### src/design/uart_flags_pkg.sv
// Constants shared by the serial status, data and flag block.
package uart_flags_pkg;
  // Register indices; the byte address is four times the index.
  localparam logic [9:0] IDX_CTRL_ONE = 10'h072;
  localparam logic [9:0] IDX_CTRL_TWO = 10'h073;
  localparam logic [9:0] IDX_STATUS_ONE = 10'h074;
  localparam logic [9:0] IDX_STATUS_TWO = 10'h075;
  localparam logic [9:0] IDX_DATA_HIGH = 10'h076;
  localparam logic [9:0] IDX_DATA_LOW = 10'h077;
  // Status one bit positions.
  localparam int FLAG_TX_EMPTY = 7;
  localparam int FLAG_TX_DONE = 6;
  localparam int FLAG_RX_FULL = 5;
  localparam int FLAG_IDLE = 4;
  localparam int FLAG_OVERRUN = 3;
  localparam int FLAG_NOISE = 2;
  localparam int FLAG_FRAMING = 1;
  localparam int FLAG_PARITY = 0;
  // Control one bit positions.
  localparam int C1_NINE_BIT = 4;
  localparam int C1_PARITY_EN = 1;
  localparam int C1_PARITY_ODD = 0;
  // Control two bit positions.
  localparam int C2_TX_EMPTY_IRQ = 7;
  localparam int C2_TX_DONE_IRQ = 6;
  localparam int C2_RX_IRQ = 5;
  localparam int C2_IDLE_IRQ = 4;
  localparam int C2_TX_ON = 3;
  localparam int C2_RX_ON = 2;
  localparam int C2_WAKEUP_MUTE = 1;
  // Data high bit positions.
  localparam int DH_RX_NINTH = 7;
  localparam int DH_TX_NINTH = 6;
  // Reset values.
  localparam logic [7:0] STATUS_ONE_RESET = 8'hC0;
  localparam logic [7:0] CTRL_RESET = 8'h00;
  // Bit timing: clock cycles per sample tick and sample ticks per bit.
  localparam logic [3:0] SAMPLE_DIV = 4'h2;
  localparam logic [3:0] LAST_PHASE = 4'hF;
  localparam logic [3:0] VOTE_A = 4'h7;
  localparam logic [3:0] VOTE_B = 4'h8;
  localparam logic [3:0] VOTE_C = 4'h9;
  // Frame lengths in bits, start and stop included.
  localparam logic [3:0] FRAME_BITS_8 = 4'hA;
  localparam logic [3:0] FRAME_BITS_9 = 4'hB;
  // Bus responses.
  localparam logic [1:0] RESP_OKAY = 2'h0;
  localparam logic [1:0] RESP_SLVERR = 2'h2;
endpackage

### src/design/uart_status_data_flags.sv
// Serial interface status flags, data register pair, transmitter and receiver.
`timescale 1ns/1ps
// Operation
// - Tx empty set; cleared by status read, write
// - Tx done while idle; status read, write clears
// - Rx full on transfer; status read, read clears
// - Line idle after one full character of ones
// - Idle only after activity; muted suppresses
// - Overrun drops new character, keeps held one
// - Overrun cleared by status then data read
// - Noise flag on non-unanimous sample vote
// - Framing error on zero stop bit
// - Parity error on wrong received parity
// - Noise, framing, parity describe held char, no interrupt
// - Status one resets with tx flags set
// - Status two bit 0 shows receiver busy
// - Data read gives rx, write loads tx
// - High data holds ninth rx/tx bits
// - Enabling transmitter sets tx empty and done
// - Interrupt on tx empty when enabled
// - Interrupt on tx done when enabled
// - Disable mid-character finishes it, drops queue
// - Disable while idle releases pin on bit clock
// - Last character end still sets tx flags
// - Only reset stops the transmitter at once
// - Rx interrupt on full or overrun when enabled
// - Idle interrupt when its enable is set
// - Wakeup mute inhibits receiver interrupts
// - Nine-bit format adds one data bit
module uart_status_data_flags
  import uart_flags_pkg::*;
(
  input wire logic aclk,
  input wire logic aresetn,
  input wire logic [11:0] awaddr,
  input wire logic [2:0] awprot,
  input wire logic awvalid,
  output logic awready,
  input wire logic [31:0] wdata,
  input wire logic [3:0] wstrb,
  input wire logic wvalid,
  output logic wready,
  output logic [1:0] bresp,
  output logic bvalid,
  input wire logic bready,
  input wire logic [11:0] araddr,
  input wire logic [2:0] arprot,
  input wire logic arvalid,
  output logic arready,
  output logic [31:0] rdata,
  output logic [1:0] rresp,
  output logic rvalid,
  input wire logic rready,
  input wire logic rxd,
  output logic txd,
  output logic txd_oe,
  output logic irq
);
  typedef enum logic {TX_IDLE, TX_SEND} tx_state_e;
  typedef enum logic {RX_IDLE, RX_BITS} rx_state_e;

  // Bus holding registers.
  logic aw_held_q, w_held_q;
  logic [9:0] waddr_q;
  logic [7:0] wbyte_q;
  logic wlane_q;
  logic bvalid_q, rvalid_q;
  logic [1:0] bresp_q, rresp_q;
  logic [31:0] rdata_q;
  // Software-visible control and status.
  logic [7:0] ctrl_one_q, ctrl_two_q;
  logic [7:0] flags_q; // Status one image.
  logic [7:0] armed_q; // Per flag: status read with it set.
  logic [7:0] flag_set; // Hardware set events.
  logic [7:0] flag_clr; // Qualifying data accesses per flag.
  // Transmit side.
  tx_state_e tx_state_q;
  logic [8:0] tx_buf_q; // Queued character with ninth bit.
  logic tx_pend_q; // Queue holds a character.
  logic tx_ninth_q;
  logic [10:0] tx_frame_q;
  logic [3:0] tx_left_q, tx_phase_q;
  logic tx_on_prev_q, txd_q, txd_oe_q;
  // Receive side.
  rx_state_e rx_state_q;
  logic [1:0] rxd_meta_q;
  logic [3:0] rx_phase_q, rx_bit_q;
  logic [2:0] votes_q;
  logic [9:0] rx_shift_q;
  logic rx_noise_q;
  logic [8:0] rx_hold_q; // Receive holding register.
  logic [7:0] idle_cnt_q;
  logic line_active_q;
  // Sample tick generator.
  logic [3:0] div_q;
  logic tick;

  // Decoded controls.
  logic nine, par_en, par_odd, tx_on, rx_on, mute;
  assign nine = ctrl_one_q[C1_NINE_BIT];
  assign par_en = ctrl_one_q[C1_PARITY_EN];
  assign par_odd = ctrl_one_q[C1_PARITY_ODD];
  assign tx_on = ctrl_two_q[C2_TX_ON];
  assign rx_on = ctrl_two_q[C2_RX_ON];
  assign mute = ctrl_two_q[C2_WAKEUP_MUTE];

  // Bus events.
  logic do_write, ar_take, wr_low, rd_low, rd_status;
  assign do_write = aw_held_q && w_held_q && !bvalid_q;
  assign ar_take = arvalid && !rvalid_q;
  assign wr_low = do_write && wlane_q && (waddr_q == IDX_DATA_LOW);
  assign rd_low = ar_take && (araddr[11:2] == IDX_DATA_LOW);
  assign rd_status = ar_take && (araddr[11:2] == IDX_STATUS_ONE);

  // Channel readies: each address or data beat is held until the pair completes.
  assign awready = !aw_held_q && !bvalid_q;
  assign wready = !w_held_q && !bvalid_q;
  assign arready = !rvalid_q;
  assign bvalid = bvalid_q;
  assign bresp = bresp_q;
  assign rvalid = rvalid_q;
  assign rresp = rresp_q;
  assign rdata = rdata_q;
  assign txd = txd_q;
  assign txd_oe = txd_oe_q;

  // Write address and data are taken in either order.
  always_ff @(posedge aclk) begin
    if (!aresetn) begin
      aw_held_q <= 1'b0;
      w_held_q <= 1'b0;
      waddr_q <= '0;
      wbyte_q <= 8'h00;
      wlane_q <= 1'b0;
    end else begin
      if (awvalid && awready) begin
        aw_held_q <= 1'b1;
        waddr_q <= awaddr[11:2];
      end else if (do_write) begin
        aw_held_q <= 1'b0;
      end
      if (wvalid && wready) begin
        w_held_q <= 1'b1;
        wbyte_q <= wdata[7:0];
        wlane_q <= wstrb[0];
      end else if (do_write) begin
        w_held_q <= 1'b0;
      end
    end
  end

  // Write response; unmapped addresses answer with a slave error.
  always_ff @(posedge aclk) begin
    if (!aresetn) begin
      bvalid_q <= 1'b0;
      bresp_q <= RESP_OKAY;
    end else if (do_write) begin
      bvalid_q <= 1'b1;
      bresp_q <= (waddr_q >= IDX_CTRL_ONE && waddr_q <= IDX_DATA_LOW) ? RESP_OKAY : RESP_SLVERR;
    end else if (bready) begin
      bvalid_q <= 1'b0;
    end
  end

  // Control registers and the transmit ninth bit; status registers ignore writes.
  always_ff @(posedge aclk) begin
    if (!aresetn) begin
      ctrl_one_q <= CTRL_RESET;
      ctrl_two_q <= CTRL_RESET;
      tx_ninth_q <= 1'b0;
    end else if (do_write && wlane_q) begin
      if (waddr_q == IDX_CTRL_ONE) begin
        ctrl_one_q <= wbyte_q;
      end
      if (waddr_q == IDX_CTRL_TWO) begin
        ctrl_two_q <= wbyte_q;
      end
      if (waddr_q == IDX_DATA_HIGH) begin
        tx_ninth_q <= wbyte_q[DH_TX_NINTH];
      end
    end
  end

  // Read data; data low returns the holding register, never the transmit queue.
  always_ff @(posedge aclk) begin
    if (!aresetn) begin
      rvalid_q <= 1'b0;
      rresp_q <= RESP_OKAY;
      rdata_q <= 32'h0000_0000;
    end else if (ar_take) begin
      rvalid_q <= 1'b1;
      rresp_q <= RESP_OKAY;
      rdata_q <= 32'h0000_0000;
      unique case (araddr[11:2])
        IDX_CTRL_ONE: rdata_q[7:0] <= ctrl_one_q;
        IDX_CTRL_TWO: rdata_q[7:0] <= ctrl_two_q;
        IDX_STATUS_ONE: rdata_q[7:0] <= flags_q;
        IDX_STATUS_TWO: rdata_q[0] <= (rx_state_q == RX_BITS);
        IDX_DATA_HIGH: rdata_q[7:6] <= {rx_hold_q[8], tx_ninth_q};
        IDX_DATA_LOW: rdata_q[7:0] <= rx_hold_q[7:0];
        default: rresp_q <= RESP_SLVERR;
      endcase
    end else if (rready) begin
      rvalid_q <= 1'b0;
    end
  end

  // Sample tick, one in every SAMPLE_DIV cycles; sixteen ticks make one bit time.
  always_ff @(posedge aclk) begin
    if (!aresetn) begin
      div_q <= 4'h0;
    end else begin
      div_q <= (div_q == SAMPLE_DIV - 4'h1) ? 4'h0 : div_q + 4'h1;
    end
  end
  assign tick = (div_q == SAMPLE_DIV - 4'h1);

  // Transmit parity and frame, LSB first: start, data, parity or ninth bit, stop.
  logic par8, par9, tx_go, tx_end, bit_edge;
  logic [9:0] tx_body;
  assign par8 = ^tx_buf_q[6:0] ^ par_odd;
  assign par9 = ^tx_buf_q[7:0] ^ par_odd;
  always_comb begin
    if (nine) begin
      tx_body = {par_en ? par9 : tx_buf_q[8], tx_buf_q[7:0], 1'b0};
    end else begin
      tx_body = {1'b1, par_en ? par8 : tx_buf_q[7], tx_buf_q[6:0], 1'b0};
    end
  end
  assign bit_edge = tick && (tx_phase_q == LAST_PHASE);
  assign tx_go = bit_edge && (tx_state_q == TX_IDLE) && tx_pend_q && tx_on;
  assign tx_end = bit_edge && (tx_state_q == TX_SEND) && (tx_left_q == 4'h1);

  // Transmit shifter; once started a frame runs to its stop bit whatever the enable does.
  always_ff @(posedge aclk) begin
    if (!aresetn) begin
      tx_state_q <= TX_IDLE;
      tx_frame_q <= '1;
      tx_left_q <= 4'h0;
      tx_phase_q <= 4'h0;
      txd_q <= 1'b1;
    end else begin
      if (tick) begin
        tx_phase_q <= tx_phase_q + 4'h1;
      end
      if (tx_go) begin
        tx_state_q <= TX_SEND;
        tx_frame_q <= {1'b1, tx_body};
        tx_left_q <= nine ? FRAME_BITS_9 : FRAME_BITS_8;
        txd_q <= 1'b0;
      end else if (bit_edge && tx_state_q == TX_SEND) begin
        tx_frame_q <= {1'b1, tx_frame_q[10:1]};
        tx_left_q <= tx_left_q - 4'h1;
        txd_q <= tx_end ? 1'b1 : tx_frame_q[1];
        if (tx_end) begin
          tx_state_q <= TX_IDLE;
        end
      end
    end
  end

  // Transmit queue; clearing the enable throws away what is waiting.
  always_ff @(posedge aclk) begin
    if (!aresetn) begin
      tx_pend_q <= 1'b0;
      tx_buf_q <= '0;
    end else if (wr_low) begin
      tx_pend_q <= 1'b1;
      tx_buf_q <= {tx_ninth_q, wbyte_q};
    end else if (tx_go || !tx_on) begin
      tx_pend_q <= 1'b0;
    end
  end

  // Pin ownership changes only on bit boundaries, so release is bit-clock aligned.
  always_ff @(posedge aclk) begin
    if (!aresetn) begin
      txd_oe_q <= 1'b0;
      tx_on_prev_q <= 1'b0;
    end else begin
      tx_on_prev_q <= tx_on;
      if (bit_edge) begin
        txd_oe_q <= tx_on || (tx_state_q == TX_SEND && !tx_end);
      end
    end
  end

  // Receive line synchroniser.
  always_ff @(posedge aclk) begin
    if (!aresetn) begin
      rxd_meta_q <= 2'b11;
    end else begin
      rxd_meta_q <= {rxd_meta_q[0], rxd};
    end
  end
  logic rxd_s;
  assign rxd_s = rxd_meta_q[1];

  // Receive vote and frame decode.
  logic maj, unanimous, rx_done, rx_load, rx_over, rx_fe, rx_pe;
  logic [3:0] rx_last;
  logic [8:0] rx_data;
  assign maj = (votes_q[0] & votes_q[1]) | (votes_q[1] & votes_q[2]) | (votes_q[0] & votes_q[2]);
  assign unanimous = (votes_q == 3'b000) || (votes_q == 3'b111);
  assign rx_last = (nine ? FRAME_BITS_9 : FRAME_BITS_8) - 4'h1;
  assign rx_done = tick && rx_state_q == RX_BITS && rx_phase_q == LAST_PHASE && rx_bit_q == rx_last;
  assign rx_data = nine ? rx_shift_q[9:1] : {1'b0, rx_shift_q[9:2]};
  assign rx_fe = !maj;
  assign rx_pe = par_en && ((^rx_data) != par_odd);
  assign rx_over = rx_done && (flags_q[FLAG_RX_FULL] || flags_q[FLAG_OVERRUN]);
  assign rx_load = rx_done && !rx_over;

  // Receive sequencer: start detect, three mid-bit votes, shift, stop check.
  always_ff @(posedge aclk) begin
    if (!aresetn) begin
      rx_state_q <= RX_IDLE;
      rx_phase_q <= 4'h0;
      rx_bit_q <= 4'h0;
      votes_q <= 3'b111;
      rx_shift_q <= '0;
      rx_noise_q <= 1'b0;
    end else if (!rx_on) begin
      rx_state_q <= RX_IDLE;
    end else if (tick) begin
      if (rx_state_q == RX_IDLE) begin
        if (!rxd_s) begin
          rx_state_q <= RX_BITS;
          rx_phase_q <= 4'h1;
          rx_bit_q <= 4'h0;
          rx_noise_q <= 1'b0;
        end
      end else begin
        rx_phase_q <= rx_phase_q + 4'h1;
        if (rx_phase_q == VOTE_A || rx_phase_q == VOTE_B || rx_phase_q == VOTE_C) begin
          votes_q <= {votes_q[1:0], rxd_s};
        end
        if (rx_phase_q == LAST_PHASE) begin
          rx_noise_q <= rx_noise_q || !unanimous;
          rx_bit_q <= rx_bit_q + 4'h1;
          if (rx_bit_q == 4'h0 && maj) begin
            rx_state_q <= RX_IDLE; // A false start is dropped.
          end else if (rx_bit_q == rx_last) begin
            rx_state_q <= RX_IDLE;
          end else if (rx_bit_q != 4'h0) begin
            rx_shift_q <= {maj, rx_shift_q[9:1]};
          end
        end
      end
    end
  end

  // Holding register; an overrun leaves the held character untouched.
  always_ff @(posedge aclk) begin
    if (!aresetn) begin
      rx_hold_q <= '0;
    end else if (rx_load) begin
      rx_hold_q <= rx_data;
    end
  end

  // Idle detector: a full character time of ones after activity.
  logic idle_hit;
  assign idle_hit = tick && rxd_s && ({4'h0, rx_last} + 8'h01) * 8'h10 == idle_cnt_q + 8'h01;
  always_ff @(posedge aclk) begin
    if (!aresetn) begin
      idle_cnt_q <= 8'h00;
      line_active_q <= 1'b0;
    end else if (tick) begin
      idle_cnt_q <= (!rxd_s || idle_hit) ? 8'h00 : idle_cnt_q + 8'h01;
      if (!rxd_s && rx_on) begin
        line_active_q <= 1'b1;
      end else if (idle_hit) begin
        line_active_q <= 1'b0;
      end
    end
  end

  // Hardware set events for each status flag.
  always_comb begin
    flag_set = 8'h00;
    flag_set[FLAG_TX_EMPTY] = tx_go || (tx_on && !tx_on_prev_q) || (tx_end && !tx_on);
    flag_set[FLAG_TX_DONE] = (tx_end && !(tx_pend_q && tx_on)) || (tx_on && !tx_on_prev_q);
    flag_set[FLAG_RX_FULL] = rx_load;
    flag_set[FLAG_IDLE] = idle_hit && line_active_q && !mute;
    flag_set[FLAG_OVERRUN] = rx_over;
    flag_set[FLAG_NOISE] = rx_load && (rx_noise_q || !unanimous);
    flag_set[FLAG_FRAMING] = rx_load && rx_fe;
    flag_set[FLAG_PARITY] = rx_load && rx_pe;
  end

  // Transmit flags clear on a data write, receive flags on a data read.
  assign flag_clr = {wr_low, wr_low, {6{rd_low}}};

  // Per-flag arm and clear; a set in the clearing cycle wins.
  genvar gi;
  generate
    for (gi = 0; gi < 8; gi++) begin : g_flag
      always_ff @(posedge aclk) begin
        if (!aresetn) begin
          flags_q[gi] <= STATUS_ONE_RESET[gi];
          armed_q[gi] <= 1'b0;
        end else begin
          flags_q[gi] <= flag_set[gi] || (flags_q[gi] && !(armed_q[gi] && flag_clr[gi]));
          if (rd_status) begin
            armed_q[gi] <= flags_q[gi];
          end else if (flag_clr[gi]) begin
            armed_q[gi] <= 1'b0;
          end
        end
      end
    end
  endgenerate

  // Single request line; noise, framing and parity flags never raise it, mute masks receiver sources.
  always_ff @(posedge aclk) begin
    if (!aresetn) begin
      irq <= 1'b0;
    end else begin
      irq <= (ctrl_two_q[C2_TX_EMPTY_IRQ] && flags_q[FLAG_TX_EMPTY])
        || (ctrl_two_q[C2_TX_DONE_IRQ] && flags_q[FLAG_TX_DONE])
        || (!mute && ctrl_two_q[C2_RX_IRQ] && (flags_q[FLAG_RX_FULL] || flags_q[FLAG_OVERRUN]))
        || (!mute && ctrl_two_q[C2_IDLE_IRQ] && flags_q[FLAG_IDLE]);
    end
  end

endmodule

### config.mk
export PLATFORM = sky130hd
export DESIGN_NAME = uart_status_data_flags
export DESIGN_NICKNAME = d
export VERILOG_FILES = /design/src/design/uart_flags_pkg.sv /design/src/design/uart_status_data_flags.sv
export SDC_FILE = /design/constraint.sdc
export NUM_CORES = 1
export LEC_CHECK = 0
export BUFFER_PORTS_ARGS = -buffer_cell sky130_fd_sc_hd__buf_2
export CAP_MARGIN = 15
export CORE_ASPECT_RATIO = 1.5
export CORE_MARGIN = 8
export CORE_UTILIZATION = 40
export CTS_CLUSTER_DIAMETER = 50
export DETAILED_ROUTE_END_ITERATION = 12
export HOLD_SLACK_MARGIN = 0.08
export PLACE_DENSITY = 0.7
export SYNTH_ARGS = -nofsm -noshare
export SYNTH_HDL_FRONTEND = slang
export SYNTH_SLANG_ARGS = --single-unit
### constraint.sdc
create_clock -name aclk -period 3.4 [get_ports aclk]
set_input_delay 0.17 -clock aclk [delete_from_list [all_inputs] [get_ports aclk]]
set_output_delay 0.17 -clock aclk [all_outputs]
set_load 0.01 [all_outputs]
==> results.yml <==
synth:
  yosys.area_share.simple_pct: 21.2
  netlist_area_sq_mm: 0.00667
  ys_warn_count: 0
  ys_ff_latch: 144
  synthXorXnorAreaFrac_pct: 4.15
  synth.most_common_cell: "dfxtp_1"
  synthMuxAreaShare_pct: 5.59
  synth-main-ff-cell: "dfxtp_1"
  synth_commonest_cells: "dfxtp_1 (144), nand2_1 (115), nor2_1 (84)"
  synth-compound-area-share_pct: 17.0
  synth_edf_count: 0
  async_flop_share_pct: 0
  syn_inst: 786
  syn_area_per_cell_sq_um: 8.49
  ys_types: 63
  ys_seq_area_share_pct: 43.2
  synthAdderAreaFrac_pct: 2.21
  synth_top_family_by_area: "simple AND/OR/NAND/NOR gates"
  synth_top_cell_by_area: "dfxtp_1"
  synth_top_area_share_pct: 43.2
  synth_area_leaders: "dfxtp_1 (43%), nand2_1 (6.5%), mux2i_1 (5.3%)"
clock_tree:
  clock_sinks: 144
  worst_skew_pair.late_latency_ns: 0.41
  numCtsBuffers: 17
  clock_path_buffers: 2
  clock-root-buffer: "clkbuf_16"
  post_cts_buffers: 0
  cts_htree_levels: 4
  path_clk_slew_ns: 0.06
  cts_tree: "yes"
route:
  avgViaCountPerCell: 5.14
  drc: 0
  via_count: 5515
  first_iter_violations: 244
  avgRoutedWirePerCell_um: 14.3
  final_antenna_net_count: 0
  wl_um: 15300
  drt_first_pass_iters: 5
timing:
  worst_pin_slew_ns: 0.851
  slew_viol_final: 0
  fin_crit_ns: 2.42
  finClkSkew_ns: 0.00559
  rsz0062_at_grt: "false"
  tns_ns: 0
  fin_ws_ns: 0.976
  fmax_mhz: 413
  hold_viol: 0
  timing.slew.headroom_pct: 43.0
  setup_viol: 0
  fin_crit_sh_pct: 71.3
critical_path:
  endpoint_kind: "flip-flop"
  reg2reg_from: "waddr_q[7]"
  crit_slowest_cell: "nor3b_2"
  critPathMaxFanout: 8
  start_kind: "flip-flop"
  max_stage_delay_ns: 0.76
  worst_ep_required_time_ns: 3.70
  critPathLaunch: "waddr_q[7]"
  cp_cell_sequence: "or4b_4 > nor4_4 > nor3b_2 > mux2i_1 > nor2_1"
  critical_path_class: "reg2reg"
  arrival_ns: 2.72
final_layout:
  n_antenna_cell: 0
  multi_input_comb_area_sq_mm: 0.00345
  nets: 936
  nFillCells: 1580
  design_area_sq_mm: 0.00786
  seq_area_sq_mm: 0.00288
  syn_to_final_growth_pct: 17.8
  drive_gt1_share_pct: 12.3
  layout.cells.non_filler: 1073
global_route:
  grt_first_pass_wirelength_um: 24900
  grt_start_max_net_pins: 61
  grtUsageTotal_pct: 14.5
  grt_pass1_vias: 5290
  antenna_found_initial: 0
  grt.overflow.total: 0
place:
  gp_congestion: 0.874
  place_inst: 1019
  dpl_cell_area_sq_mm: 0.00702
  io_buffers: 54
  pre_cts_slack_ns: 0.986
  hpwl_um: 10900
floorplan:
  start_util_pct: 40.3
  die_x_um: 121
  core_sq_mm: 0.0165
  fp.dieArea_sq_mm: 0.0211
  die_h_um: 174
  placement_rows: 58
  ioPinCount: 118
pwr:
  ir_worst_vdd_v: 0.000354
  power_mw: 3.90
  p_per_area_mw_per_mm2: 496
  p_leak_nw: 3.05
status:
  status: "completed"
job:
  maxCapViolCount: 0
min_path:
  hold_class: "in2reg"
  min_from: "araddr[5]"
## flip-flops by register name, summed over array words and instances (netlist names), 3 cells and up
signal	cells
flags_q	8
waddr_q	10
votes_q	3
tx_left_q	4
rx_phase_q	4
ctrl_two_q	8
rdata	8
rx_bit_q	4
armed_q	8
tx_phase_q	4
tx_buf_q	9
wbyte_q	8
rx_hold_q	9
tx_frame_q	9
idle_cnt_q	8
rx_shift_q	9
ctrl_one_q	8
div_q	4
## repair_timing
action | in CTS | in global routing
hold buffers | 23 | 0
endpoints found under the hold margin | 22 | 0
resized for setup | 0 | 0
endpoints found under the setup margin | 0 | 0
## critical path, delay by kind of cell (launching register included)
| family | cells | cell delay (ns) |
|---|---|---|
| flip-flops | 1 | 0.31 |
| multiplexers | 1 | 0.26 |
| AND/OR/NAND/NOR | 4 | 1.73 |
## worst paths after layout
| check | end | slack, ns | depth (start not counted) |
|---|---|---|---|
| worst max-delay path | ctrl_one_q[4] | 0.98 | 5 |
| worst min-delay path | rdata[6] | 0.14 | 3 |
| worst max register to register | ctrl_one_q[4] | 0.98 | 5 |
| worst min register to register | rxd_meta_q[1] | 0.40 | 1 |
## report_power, final
part           internal (mW)  leakage, nW  switching [mW]
combinational         0.0891         1.58           0.133
clock                   1.22        0.301           0.691
sequential              1.72         1.17          0.0368
## cell usage in the layout, fill, tap and decap left out, drive strengths merged, types with 21 or more instances in the layout
cell type    instances
a21oi               54
buf                 62
clkbuf              21
conb                26
dfxtp              144
dlygate4sd3         23
mux2i               35
nand2              116
nand3               23
nor2                84
o21ai               53
## layer usage
metal  routed length [um]  GRT usage (%)
met5                    0              0
met2                 8100           25.9
met1                 6120           15.4
met4                  499           8.26
met3                  584           2.89
## cell families after synthesis
family,Yosys count
simple gates,298
mux,37
other cells,1
xor+xnor,30
compound gates,179
fa+ha+maj,12
flops,144
buf+inv,85
## area by class of cell
type                    instances  share of cell area [%]
clock buffers                  21                    6.11
inverters                      21                    1.02
clock inverters                10                    1.70
repair buffers                 85                    7.29
well taps                     210                    3.34
multi-input cells             582                    43.9
flip-flops and latches        144                    36.7
## per-stage QoR
stage	hold slack [ns]	utilization, %
floorplan	0.269	-
global placement	0.353	42.4
detailed placement	0.357	42.4
CTS	0.129	47.5
global route	0.129	47.5
finish	0.143	47.5
(Power assumes the default switching activity.)
